### src/verilog/vpl_types_fix.sv
// unused

### src/verilog/vpl_pkg.sv
// vpl_pkg: constants, register map and carriers for the vector/supervisor/clock-out block
//
// Overview of operation
// RL1: pending sources resolve by fixed priority; reset vector outranks every source
// RL2: each source owns one two-byte vector slot, packed downward from top of memory
// RL3: vector high byte read from slot low address, low byte from next address
// RL4: flag with local enable set forwards a request; otherwise only pollable
// RL5: supervisor runs only while supervisor_enable is 1
// RL6: stop entry turns supervisor off unless supervisor_stop_enable is set
// RL7: both enables set turn a deep_stop_mode request into shallow_stop_mode
// RL8: power-on reset sets power-on and low-voltage cause flags
// RL9: low-voltage condition resets system only when low_voltage_reset_enable is 1
// RL10: threshold_select alone picks the detection threshold
// RL11: after low-voltage reset, reset held while supply stays below threshold
// RL12: low-voltage cause flag also set after a low-voltage reset
// RL13: warning sets warning_flag; request raised only with warning_interrupt_enable
// RL14: clock_out_select all zero disables clock out, pin stays port function
// RL15: nonzero clock_out_select drives divided bus clock, overriding pin direction
// RL16: divide ratio chosen by clock_out_select value
// RL17: slew and drive strength follow per-pin controls during clock out
`default_nettype none

package vpl_pkg;

	// ==========================================================
	// vector map
	localparam int          NUM_SRC     = 32;
	localparam logic [15:0] VEC_TOP     = 16'hfffe;
	localparam logic [4:0]  VEC_WARNING = 5'h03;

	// ==========================================================
	// register offsets
	localparam logic [3:0] ADDR_PWR_CTRL  = 4'h0;
	localparam logic [3:0] ADDR_RST_CAUSE = 4'h1;
	localparam logic [3:0] ADDR_CLK_OUT   = 4'h2;
	localparam logic [3:0] ADDR_STOP_REQ  = 4'h3;
	localparam logic [3:0] ADDR_IRQ_STAT  = 4'h4;
	localparam logic [3:0] ADDR_IRQ_MASK  = 4'h5;
	localparam logic [3:0] ADDR_VECTOR    = 4'h6;

	// ==========================================================
	// power_mgmt_control_1 fields
	localparam int BIT_WARN_FLAG   = 7;
	localparam int BIT_WARN_ACK    = 6;
	localparam int BIT_WARN_IE     = 5;
	localparam int BIT_LV_RST_EN   = 4;
	localparam int BIT_SUP_STOP_EN = 3;
	localparam int BIT_SUP_EN      = 2;
	localparam int BIT_THRESH_SEL  = 0;
	localparam logic [7:0] PWR_CTRL_RESET = 8'h1c;

	// reset_cause_register fields
	localparam int BIT_CAUSE_POR = 7;
	localparam int BIT_CAUSE_LVR = 1;

	// interrupt status bits
	localparam int EV_WARN  = 0;
	localparam int EV_LVRST = 1;
	localparam int EV_STOP  = 2;

	// ==========================================================
	// clock divider: ratio is 2 ^ clock_out_select
	localparam int          CLK_SEL_W = 3;
	localparam logic [6:0] DIV_RESET = 7'h00;

	// stop request encodings
	localparam logic [1:0] STOP_NONE    = 2'h0;
	localparam logic [1:0] STOP_SHALLOW = 2'h1;
	localparam logic [1:0] STOP_DEEP    = 2'h2;

	typedef enum logic [1:0] {
		VPL_RUN,
		VPL_LV_HOLD,
		VPL_SHALLOW,
		VPL_DEEP
	} vpl_mode_t;

	typedef struct packed {
		logic [7:0] addr;
		logic [7:0] wdata;
		logic       wr;
		logic       rd;
	} vpl_bus_t;

	typedef struct packed {
		logic       out;
		logic       oe;
		logic       slew;
		logic       drive;
	} vpl_pin_t;

endpackage : vpl_pkg

`default_nettype wire

### src/verilog/vpl_top.sv
// vpl_top: vector priority, low-voltage supervisor control and clock output
//
// Added by the designer: the placing of the registers and the plain strobed port.
`default_nettype none

module vpl_top (
	// clock and reset
	input  wire logic        CORE_CLK_I,
	input  wire logic        RST_N_I,
	// register port
	input  wire logic [7:0]  ADDR_I,
	input  wire logic [7:0]  WDATA_I,
	input  wire logic        WR_I,
	input  wire logic        RD_I,
	output logic      [7:0]  RDATA_O,
	// peripheral sources and local enables, bit n is vector n
	input  wire logic [31:0] SRC_FLAG_I,
	input  wire logic [31:0] SRC_EN_I,
	// core vector fetch
	input  wire logic [15:0] FETCH_ADDR_I,
	input  wire logic        FETCH_I,
	output logic      [7:0]  FETCH_DATA_O,
	output logic             CPU_IRQ_O,
	output logic      [4:0]  CPU_VEC_O,
	// analog supervisor
	input  wire logic        POR_I,
	input  wire logic        LV_DETECT_I,
	input  wire logic        LV_WARN_I,
	output logic             SUP_ON_O,
	output logic             THRESH_SEL_O,
	output logic             SYS_RST_O,
	output logic      [1:0]  STOP_MODE_O,
	// shared port pin
	input  wire logic        PORT_OUT_I,
	input  wire logic        PORT_DIR_I,
	input  wire logic        PIN_SLEW_EN_I,
	input  wire logic        PIN_DRIVE_I,
	output logic             PIN_OUT_O,
	output logic             PIN_OE_O,
	output logic             PIN_SLEW_O,
	output logic             PIN_DRIVE_O,
	// summary interrupt
	output logic             INT_O
);

	// local names for the package mode literals, nothing is imported
	localparam vpl_pkg::vpl_mode_t VPL_RUN     = vpl_pkg::VPL_RUN;
	localparam vpl_pkg::vpl_mode_t VPL_LV_HOLD = vpl_pkg::VPL_LV_HOLD;
	localparam vpl_pkg::vpl_mode_t VPL_SHALLOW = vpl_pkg::VPL_SHALLOW;
	localparam vpl_pkg::vpl_mode_t VPL_DEEP    = vpl_pkg::VPL_DEEP;

	typedef struct packed {
		logic [7:0]                  pwr;
		logic [7:0]                  cause;
		logic [vpl_pkg::CLK_SEL_W-1:0] csel;
		logic [6:0]                  div;
		logic [2:0]                  stat;
		logic [2:0]                  mask;
		logic                        lv_prev;
		vpl_pkg::vpl_mode_t          mode;
		logic [7:0]                  rdata;
		logic [7:0]                  fdata;
		logic                        irq;
		logic [4:0]                  vec;
		logic                        sup_on;
		logic                        sys_rst;
		vpl_pkg::vpl_pin_t           pin;
		logic                        int_o;
	} vpl_state_t;

	vpl_state_t  st;
	vpl_state_t  next_st;
	logic [31:0] req;
	logic        req_any;
	logic [4:0]  req_idx;
	logic [15:0] slot_hi;
	logic        warn_ev;
	logic        lv_ev;
	logic        stop_ev;
	logic        lv_hit;

	// ==========================================================
	// request gating and priority
	always_comb begin
		req = SRC_FLAG_I & SRC_EN_I; // RL4
		req[vpl_pkg::VEC_WARNING] = st.pwr[vpl_pkg::BIT_WARN_FLAG] &
			st.pwr[vpl_pkg::BIT_WARN_IE]; // RL13
		req[0] = 1'b0;
	end

	vpl_prio u_prio (
		.req_i (req),
		.any_o (req_any),
		.idx_o (req_idx)
	);

	// slot address of vector n sits 2n below the top; the even fetch address is the slot
	assign slot_hi = {FETCH_ADDR_I[15:1], 1'b0}; // RL2
	// a held reset keeps the trip alive, else power-on hold would drop after one cycle
	assign lv_hit  = (st.sup_on | st.sys_rst) & LV_DETECT_I;

	// ==========================================================
	// next-state logic
	always_comb begin
		logic [1:0] sreq;
		sreq    = 2'h0;
		next_st = st;
		warn_ev = 1'b0;
		lv_ev   = 1'b0;
		stop_ev = 1'b0;
		next_st.rdata   = 8'h00;
		next_st.lv_prev = lv_hit;

		// supervisor gating
		next_st.sup_on = st.pwr[vpl_pkg::BIT_SUP_EN] &
			(st.mode == VPL_RUN || st.mode == VPL_LV_HOLD ||
			st.pwr[vpl_pkg::BIT_SUP_STOP_EN]); // RL5 RL6

		// warning flag, set wins over acknowledge
		if (WR_I && ADDR_I[3:0] == vpl_pkg::ADDR_PWR_CTRL &&
			WDATA_I[vpl_pkg::BIT_WARN_ACK])
			next_st.pwr[vpl_pkg::BIT_WARN_FLAG] = 1'b0;
		if (st.sup_on && LV_WARN_I) begin
			next_st.pwr[vpl_pkg::BIT_WARN_FLAG] = 1'b1; // RL13
			warn_ev = 1'b1;
		end

		// register writes
		if (WR_I) begin
			case (ADDR_I[3:0])
				vpl_pkg::ADDR_PWR_CTRL: begin
					next_st.pwr[5:0] = {WDATA_I[5:2], 1'b0, WDATA_I[0]};
				end
				vpl_pkg::ADDR_CLK_OUT: next_st.csel = WDATA_I[vpl_pkg::CLK_SEL_W-1:0];
				vpl_pkg::ADDR_IRQ_MASK: next_st.mask = WDATA_I[2:0];
				vpl_pkg::ADDR_STOP_REQ: sreq = WDATA_I[1:0];
				default: ;
			endcase
		end

		// mode sequencing
		case (st.mode)
			VPL_RUN: begin
				if (sreq == vpl_pkg::STOP_DEEP) begin
					stop_ev = 1'b1;
					next_st.mode = (st.pwr[vpl_pkg::BIT_SUP_EN] &&
						st.pwr[vpl_pkg::BIT_SUP_STOP_EN]) ? VPL_SHALLOW : VPL_DEEP; // RL7
				end else if (sreq == vpl_pkg::STOP_SHALLOW) begin
					stop_ev = 1'b1;
					next_st.mode = VPL_SHALLOW;
				end
			end
			VPL_SHALLOW, VPL_DEEP: begin
				if (req_any)
					next_st.mode = VPL_RUN;
			end
			VPL_LV_HOLD: begin
				if (!lv_hit)
					next_st.mode = VPL_RUN; // RL11
			end
			default: next_st.mode = VPL_RUN;
		endcase

		if (lv_hit && st.pwr[vpl_pkg::BIT_LV_RST_EN]) begin
			next_st.mode = VPL_LV_HOLD; // RL9 RL11
			// cause only rewritten on entry, so a power-on hold keeps its flags
			if (st.mode != VPL_LV_HOLD) begin
				next_st.cause = 8'h00;
				next_st.cause[vpl_pkg::BIT_CAUSE_LVR] = 1'b1; // RL12
				lv_ev = 1'b1;
				next_st.pwr = vpl_pkg::PWR_CTRL_RESET;
				next_st.csel = '0;
			end
		end
		next_st.sys_rst = (next_st.mode == VPL_LV_HOLD);

		// interrupt status: set wins over read-clear
		if (RD_I && ADDR_I[3:0] == vpl_pkg::ADDR_IRQ_STAT)
			next_st.stat = 3'h0;
		next_st.stat[vpl_pkg::EV_WARN]  = next_st.stat[vpl_pkg::EV_WARN] | warn_ev;
		next_st.stat[vpl_pkg::EV_LVRST] = next_st.stat[vpl_pkg::EV_LVRST] | lv_ev;
		next_st.stat[vpl_pkg::EV_STOP]  = next_st.stat[vpl_pkg::EV_STOP] | stop_ev;
		next_st.int_o = |(next_st.stat & next_st.mask);

		// register reads
		if (RD_I) begin
			case (ADDR_I[3:0])
				vpl_pkg::ADDR_PWR_CTRL:  next_st.rdata = {st.pwr[7], 1'b0, st.pwr[5:0]};
				vpl_pkg::ADDR_RST_CAUSE: next_st.rdata = st.cause;
				vpl_pkg::ADDR_CLK_OUT:   next_st.rdata = {5'h00, st.csel};
				vpl_pkg::ADDR_STOP_REQ:  next_st.rdata = {6'h00, st.mode};
				vpl_pkg::ADDR_IRQ_STAT:  next_st.rdata = {5'h00, st.stat};
				vpl_pkg::ADDR_IRQ_MASK:  next_st.rdata = {5'h00, st.mask};
				vpl_pkg::ADDR_VECTOR:    next_st.rdata = {2'h0, st.irq, st.vec};
				default:                 next_st.rdata = 8'h00;
			endcase
		end

		// core request and vector fetch
		next_st.irq = req_any; // RL1 RL4
		next_st.vec = req_idx;
		next_st.fdata = 8'h00;
		if (FETCH_I && FETCH_ADDR_I[15:6] == 10'h3ff) begin
			// even address is the high byte of the routine
			next_st.fdata = FETCH_ADDR_I[0] ? slot_hi[7:0] : slot_hi[15:8]; // RL3
		end

		// clock output divider
		next_st.div = st.div + 7'h01;
		next_st.pin.slew  = PIN_SLEW_EN_I; // RL17
		next_st.pin.drive = PIN_DRIVE_I;   // RL17
		if (st.csel == '0) begin
			next_st.pin.out = PORT_OUT_I; // RL14
			next_st.pin.oe  = PORT_DIR_I; // RL14
		end else begin
			next_st.pin.out = st.div[st.csel - 3'h1]; // RL16
			next_st.pin.oe  = 1'b1;                   // RL15
		end
	end

	// ==========================================================
	// state register
	always_ff @(posedge CORE_CLK_I or negedge RST_N_I) begin
		if (!RST_N_I) begin
			st       <= '0;
			st.pwr   <= vpl_pkg::PWR_CTRL_RESET;
			st.mode  <= VPL_RUN;
		end else if (POR_I) begin
			st       <= '0;
			st.pwr   <= vpl_pkg::PWR_CTRL_RESET;
			st.mode  <= VPL_LV_HOLD;
			st.sys_rst <= 1'b1;
			st.cause[vpl_pkg::BIT_CAUSE_POR] <= 1'b1; // RL8
			st.cause[vpl_pkg::BIT_CAUSE_LVR] <= 1'b1; // RL8
		end else begin
			st <= next_st;
		end
	end

	assign RDATA_O      = st.rdata;
	assign FETCH_DATA_O = st.fdata;
	assign CPU_IRQ_O    = st.irq;
	assign CPU_VEC_O    = st.vec;
	assign SUP_ON_O     = st.sup_on;
	assign THRESH_SEL_O = st.pwr[vpl_pkg::BIT_THRESH_SEL]; // RL10
	assign SYS_RST_O    = st.sys_rst;
	assign STOP_MODE_O  = st.mode;
	assign PIN_OUT_O    = st.pin.out;
	assign PIN_OE_O     = st.pin.oe;
	assign PIN_SLEW_O   = st.pin.slew;
	assign PIN_DRIVE_O  = st.pin.drive;
	assign INT_O        = st.int_o;
endmodule : vpl_top

`default_nettype wire

### src/verilog/vpl_prio.sv
// vpl_prio: fixed-priority encoder returning the winning source number
`default_nettype none

module vpl_prio (
	// request vector
	input  wire logic [vpl_pkg::NUM_SRC-1:0] req_i,
	// result
	output logic                             any_o,
	output logic [4:0]                       idx_o
);
	always_comb begin
		any_o = 1'b0;
		idx_o = 5'h1f;
		// lowest number wins: vector 0 is the top slot
		for (int i = vpl_pkg::NUM_SRC - 1; i >= 0; i--) begin
			if (req_i[i]) begin
				any_o = 1'b1; // RL1
				idx_o = 5'(i);
			end
		end
	end
endmodule : vpl_prio

`default_nettype wire

### config.mk
export PLATFORM = sky130hd
export DESIGN_NAME = vpl_top
export DESIGN_NICKNAME = d
export VERILOG_FILES = /design/src/verilog/vpl_types_fix.sv /design/src/verilog/vpl_pkg.sv /design/src/verilog/vpl_top.sv /design/src/verilog/vpl_prio.sv
export SDC_FILE = /design/constraint.sdc
export NUM_CORES = 1
export LEC_CHECK = 0
export ABC_AREA = 1
export BUFFER_PORTS_ARGS = -buffer_cell sky130_fd_sc_hd__buf_2
export CAP_MARGIN = 20
export CORE_AREA = 5 5 106 98
export CTS_CLUSTER_SIZE = 25
export DETAILED_ROUTE_END_ITERATION = 6
export DIE_AREA = 0 0 111 103
export GPL_ROUTABILITY_DRIVEN = 0
export PLACE_DENSITY_LB_ADDON = 0.3
export SYNTH_ARGS = -nofsm -noshare
export SYNTH_HDL_FRONTEND = slang
export SYNTH_SLANG_ARGS = --single-unit
### constraint.sdc
create_clock -name CORE_CLK_I -period 1.6 [get_ports CORE_CLK_I]
set_input_delay 0.4 -clock CORE_CLK_I [delete_from_list [all_inputs] [get_ports CORE_CLK_I]]
set_output_delay 0.4 -clock CORE_CLK_I [all_outputs]
set_load 0.02 [all_outputs]
### Word level (Yosys, flattened, before mapping)

Index checks and enable logic that the tools add are counted.

* register bits after elaboration: 62
* latch bits: 0
* bits in writable memories: 0
* ROM bits: 0
* input bits: 108
* word-level logic and storage cells: 156
* memories: 0

* add/sub/neg operators: 2
* multipliers: 0
* divide/modulo/power cells: 0
* $lt $le $gt $ge: 1
* eq/ne operators: 14
* shift operators: 0
* muxes and demuxes: 95
* bitwise logic cells: 9
* reductions and logical operators: 17

Operators with widths (count)
* 2-to-1 mux 5 bit: 15
* 2-to-1 mux 64 bit: 1
* one-hot mux 8 bit (7 select lines): 1
* 2-to-1 mux 1 bit: 42
* 2-to-1 mux 19 bit: 2
* AND 32 bit: 1
* 2-to-1 mux 4 bit: 8
* 2-to-1 mux 3 bit: 9
* 2-to-1 mux 8 bit: 3
* 2-to-1 mux 2 bit: 10
* equality test 4 x 3 -> 1 bit, second input constant: 3
* 2-to-1 mux 6 bit: 2
* equality test 10 bit, second input constant: 1
* equality test 4 x 2 -> 1 bit, second input constant: 2
* adder 7 x 1 -> 7 bit, second input constant: 1
* logical AND 1 bit: 7
* equality test 2 x 1 -> 1 bit, second input constant: 3
* equality test 2 bit, second input constant: 3
* one-hot mux 2 bit (3 select lines): 1
* equality test 4 x 1 -> 1 bit, second input constant: 1
* logical NOT 4 bit: 1
* less-than comparator 3 x 4 -> 1 bit, second input constant: 1
* bitwise OR 1 bit: 4
* nonzero test 2 bit: 2
* other kinds (11): 14

### Depth between registers and ports, before layout

* word-level depth: 37
* mapped depth: 31
* gate-level depth less buffers: 31

### Hierarchy

From an unflattened synthesis, not the netlist that was laid out.

* cells, all modules: 491
* area total of the unflattened synthesis: 3523.4 um^2

By module, submodules not included
* vpl_top: times used 1, cells an instance 394, area an instance 3061.7 um^2, seq. area each 1405.1 um^2
* vpl_prio: times used 1, cells an instance 97, area an instance 461.7 um^2, seq. area each 0.0 um^2

### Least setup slack after synthesis

OpenSTA, ideal clock, no wires.

* path kind: input to register
* from: input ADDR_I[2]
* to: register st (netlist bit INT_O)
* setup time: 64 ps
* data arrival time: 1808 ps
* required time: 1536 ps
* setup slack: -272 ps
* cell stages on the path: 10
* buffers on the path: 0
* cell sequence: nor2_1 > nand3_1 > nor3_1 > inv_1 > ha_1 > o22ai_1 > inv_1 > nor2_1 > o21ai_1 > inv_1

* cells in the longest elaborated chain, start to end: 11
* elaborated cells between the ends (all ways): 20
* classes of those cells: eq/ne: 5; mux: 9; bitwise: 4; reduce/logical: 2

Ends and longest elaborated chain
* start, declared: line vpl_top.sv:11 `input wire logic [7:0] ADDR_I,`
* equality test 4 x 2 -> 1 bit: line vpl_top.sv:130 `case (ADDR_I[3:0])`
* 2-to-1 mux 2 bit: line vpl_top.sv:130
* 2-to-1 mux 2 bit: line vpl_top.sv:129 `if (WR_I) begin`
* equality test 2 x 1 -> 1 bit: line vpl_top.sv:148 `end else if (sreq == vpl_pkg::STOP_SHALLOW) begin`
* 2-to-1 mux 1 bit: line vpl_top.sv:148
* 2-to-1 mux 1 bit: line vpl_top.sv:144 `if (sreq == vpl_pkg::STOP_DEEP) begin`
* 2-to-1 mux 1 bit: line vpl_top.sv:142 `case (st.mode)`
* bitwise OR 1 bit: line vpl_top.sv:182 `next_st.stat[vpl_pkg::EV_STOP] = next_st.stat[vpl_pkg::EV_STOP] | stop_ev;`
* AND 3 bit *: line vpl_top.sv:183 `next_st.int_o = |(next_st.stat & next_st.mask);`
* OR reduction 3 bit *: line vpl_top.sv:183
* 2-to-1 mux 64 bit *: line vpl_top.sv:228 `end else if (POR_I) begin`
* end signal, assigned: line vpl_top.sv:236 `st <= next_st;`
* end, declared: line vpl_top.sv:71 `vpl_state_t st;`

Mark *: on every way between the ends. The rest lies on a longest branch, timed or not.
A chain may end at the register's enable or synchronous reset.

### Worst setup path after layout

* from: input SRC_FLAG_I[29]
* to: register st (netlist bit CPU_VEC_O[0])

* cells in the longest elaborated chain, start to end: 31

Ends and longest elaborated chain
* start, declared: line vpl_top.sv:17 `input wire logic [31:0] SRC_FLAG_I,`
* AND 32 bit: line vpl_top.sv:85 `req = SRC_FLAG_I & SRC_EN_I;`
* 2-to-1 mux 2 bit (2 in series): line vpl_prio.sv:16 `if (req_i[i]) begin`
* 2-to-1 mux 3 bit (4 in series): line vpl_prio.sv:16
* 2-to-1 mux 4 bit (8 in series): line vpl_prio.sv:16
* 2-to-1 mux 5 bit (15 in series): line vpl_prio.sv:16
* 2-to-1 mux 64 bit: line vpl_top.sv:228

No other way between the ends.

==> flow_summary.toml <==
[outcome]
status = "finished, violations left"
violations = "negative setup slack"

[setup_path]
start_kind = "input port"
crit_slowest_cell = "buf_2"
critPathKind = "input port to flip-flop"
critPathMaxFanout = 2
cp.depth = 31
cp_slowest_stage_delay_ns = 0.11
crit_path_end_kind = "flip-flop"
cp_common_cell = "nand2_1"
worstRegToRegCells = 11
crit_buf_inv = 1
worstPathRequired_ns = 1.79
worst_ep_arrival_time_ns = 1.94
cpLargestDelayFamily = "simple AND/OR/NAND/NOR gates"

[flow_run]
drv_cap = 0

[yosys]
synth_commonest_cells = "nand2_1, nor2_1, dfrtp_1"
ys_top_cells_by_area = "dfrtp_1, nand2_1, nor2_1"
yosysSeqAreaShare_pct = 44.7
netlist-cell-type-count = 36
ys_warn_count = 0
yosysMostFrequentCell = "nand2_1"
ys_ff_latch = 56
synth_area_mm2 = 0.00314
yosys.area.top_type = "dfrtp_1"
syn_nets = 526
synth_top_area_share_pct = 42.2
synth_top_family_by_area = "simple AND/OR/NAND/NOR gates"
synth-async-reset-ratio_pct = 100
synth-xor-area-share_pct = 0.279
synth_flop_cell = "dfrtp_1"
syn_inst = 413
synth-simple-area-share_pct = 28.4
synth.mux.area_fraction_pct = 0.956
synthAdderAreaFrac_pct = 1.99
syn_area_per_cell_um2 = 7.61
synth-edff-count = 0
synth-compound-area-share_pct = 11.3

[timing]
finClkSkew_ns = 0.00741
fin_tns_setup_ns = -0.146
fin_crit_ns = 1.75
final.period_utilization_pct = 109
slew_violations = 0
rsz0062_at_grt = "true"
setup_slack_ns = -0.146
setup_violations = 1
hold_viol = 0
timing.fmax_mhz = 573

[global_routing]
grt_pass1_wl_um = 14700
grt_overflow = 0
grt_start_max_net_pins = 47
grt.met1_usage_pct = 19.3
first_global_vias = 3208
track_usage_pct = 15.6
antenna_found_initial = 0
grtUsageMet3_pct = 3.81
use_met2_pct = 27.2
gr-max-usage-layer = "met2"

[detailed_routing]
drc_errors = 0
wire_per_inst_um = 12.6
viasPerCell = 4.50
drtIter0Drc = 143
totalWireLength_um = 8890
drtPass1Iterations = 4
ant_nets = 0
vias = 3185

[min_path]
min_path_cells = 3
hold_path.class = "input port to flip-flop"

[clock_network]
path_clk_slew_ns = 0.10
cts_buffers = 5
cts_htree_levels = 2
clock_path_buffers = 2
clockRootBuffer = "clkbuf_8"
cts_tree = "built"
cts.sinks = 56
insertion_delay_ns = 0.31

[cells_and_area]
drive_above_1_share_pct = 41.9
area_delta_synth_final_pct = 41.4
fin_nets = 694
diodes = 0
filler_cell_count = 917

[power]
p_switching_w = 0.000827
leakage_nw = 2.43
seq_power_share_pct = 48.6
ir_drop_v = 0.000364
p_int_w = 0.00222
switching_share_pct = 27.1
pwr-share-comb_pct = 21.1
power_per_cell_area_mw_per_mm2 = 686
p_total_w = 0.00305
clkPwrFrac_pct = 30.3

[die]
core-area_mm2 = 0.00932
die_x_um = 111
fp.dieH_um = 103
initial_core_util_pct = 33.7
die_area_mm2 = 0.0114
num_rows = 34
ios = 140

[place]
portBuffers = 130
hpwl_um = 7390
==> worst min-delay path, stage by stage <==
cell    delay, ns
buf_2        0.10
inv_1        0.04
nor2_1       0.03
==> registers in the layout, indices dropped and copies added (netlist names) <==
register / cells
CPU_IRQ_O: 1
PIN_OUT_O: 1
STOP_MODE_O: 2
SYS_RST_O: 1
FETCH_DATA_O: 8
SUP_ON_O: 1
PIN_DRIVE_O: 1
THRESH_SEL_O: 1
RDATA_O: 8
PIN_SLEW_O: 1
CPU_VEC_O: 5
st: 24
PIN_OE_O: 1
INT_O: 1
==> per-layer routing <==
layer	up-vias	part of all wire, %	wire (µm)
li1	1650	-	-
met1	1458	43	3810
met2	66	50	4460
met3	11	5.6	495
met4	0	1.4	123
met5	-	0	0
==> power groups by stage <==
stage / Combinational [W] / Clock [W] / Sequential, W
after CTS: 0.000634 / 0.000942 / 0.00148
after detailed placement: 0.000626 / 0 / 0.00151
after global routing: 0.000717 / 0.00102 / 0.00149
after floorplan: 0.000273 / 0 / 0.00152
after global placement: 0.000614 / 0 / 0.00151
final: 0.000642 / 0.000924 / 0.00148
==> cell usage in the layout, fill, tap and decap left out, drive strengths merged <==
cell type,n
mux2i,3
and3,2
o21bai,1
nand4,3
buf,188
a211oi,5
dlygate4sd3,1
a311oi,1
clkinv,2
nor3,12
o211ai,5
dfrtp,53
inv,51
clkbuf,5
o21ai,23
o22ai,7
a31oi,1
dfstp,3
nand2,111
nor4,4
nor2,56
ha,5
xnor2,1
or2,2
a2111o,1
nand3,17
conb,1
a21oi,13
nor3b,1
bufinv,1
o221ai,1
clkinvlp,1
a221oi,1
==> per-stage QoR <==
stage                     hold WS [ns]  cells  utilization, %  area, µm²  worst slack, ns
after floorplan                  0.104    413               -       3180           -0.235
after global placement           0.295    697            45.5       4240           -0.494
after detailed placement         0.295    697            45.5       4240           -0.530
after CTS                        0.279    706            47.0       4380           -0.155
after global routing             0.262    708            47.7       4440           -0.343
final                            0.279    708            47.7       4440           -0.146
==> what timing repair did <==
action	4_1_cts	5_1_grt
gates resized for setup	5	13
pin swaps	3	7
endpoints found under the setup margin	1	6
buffers inserted	0	2
endpoints found under the hold margin	10	0
hold buffers	1	0
==> path summary, 6_finish.rpt <==
kind | startpoint | end | slack, ns
min in group asynchronous | RST_N_I | PIN_SLEW_O | 0.48
hold / removal | PIN_SLEW_EN_I | PIN_SLEW_O | 0.28
max in group asynchronous | RST_N_I | st[58] | 0.54
setup / recovery | SRC_FLAG_I[29] | CPU_VEC_O[0] | -0.15
setup reg to reg | st[61] | SYS_RST_O | 0.12
hold reg to reg | st[38] | st[38] | 0.48
==> area by class of cell <==
class / instances / area [µm²] / area share [%]
Tap cell: 126 / 158 / 3.55
Sequential cell: 56 / 1410 / 31.6
Clock inverter: 3 / 42.5 / 0.957
Timing Repair Buffer: 189 / 1140 / 25.6
Multi-Input combinational cell: 277 / 1440 / 32.3
Clock buffer: 5 / 68.8 / 1.55
Inverter: 52 / 195 / 4.39
==> cell families (layout without fill, tap and decap cells) <==
logic type,Yosys count,in the layout
buffers and inverters,80,249
other,1,1
adder cells (fa/ha/maj),5,5
flip-flops,56,56
AND/OR/NAND/NOR,208,208
multiplexers,3,3
AO/OA/AOI/OAI,59,59
XOR/XNOR,1,1
(Power assumes the default switching activity.)
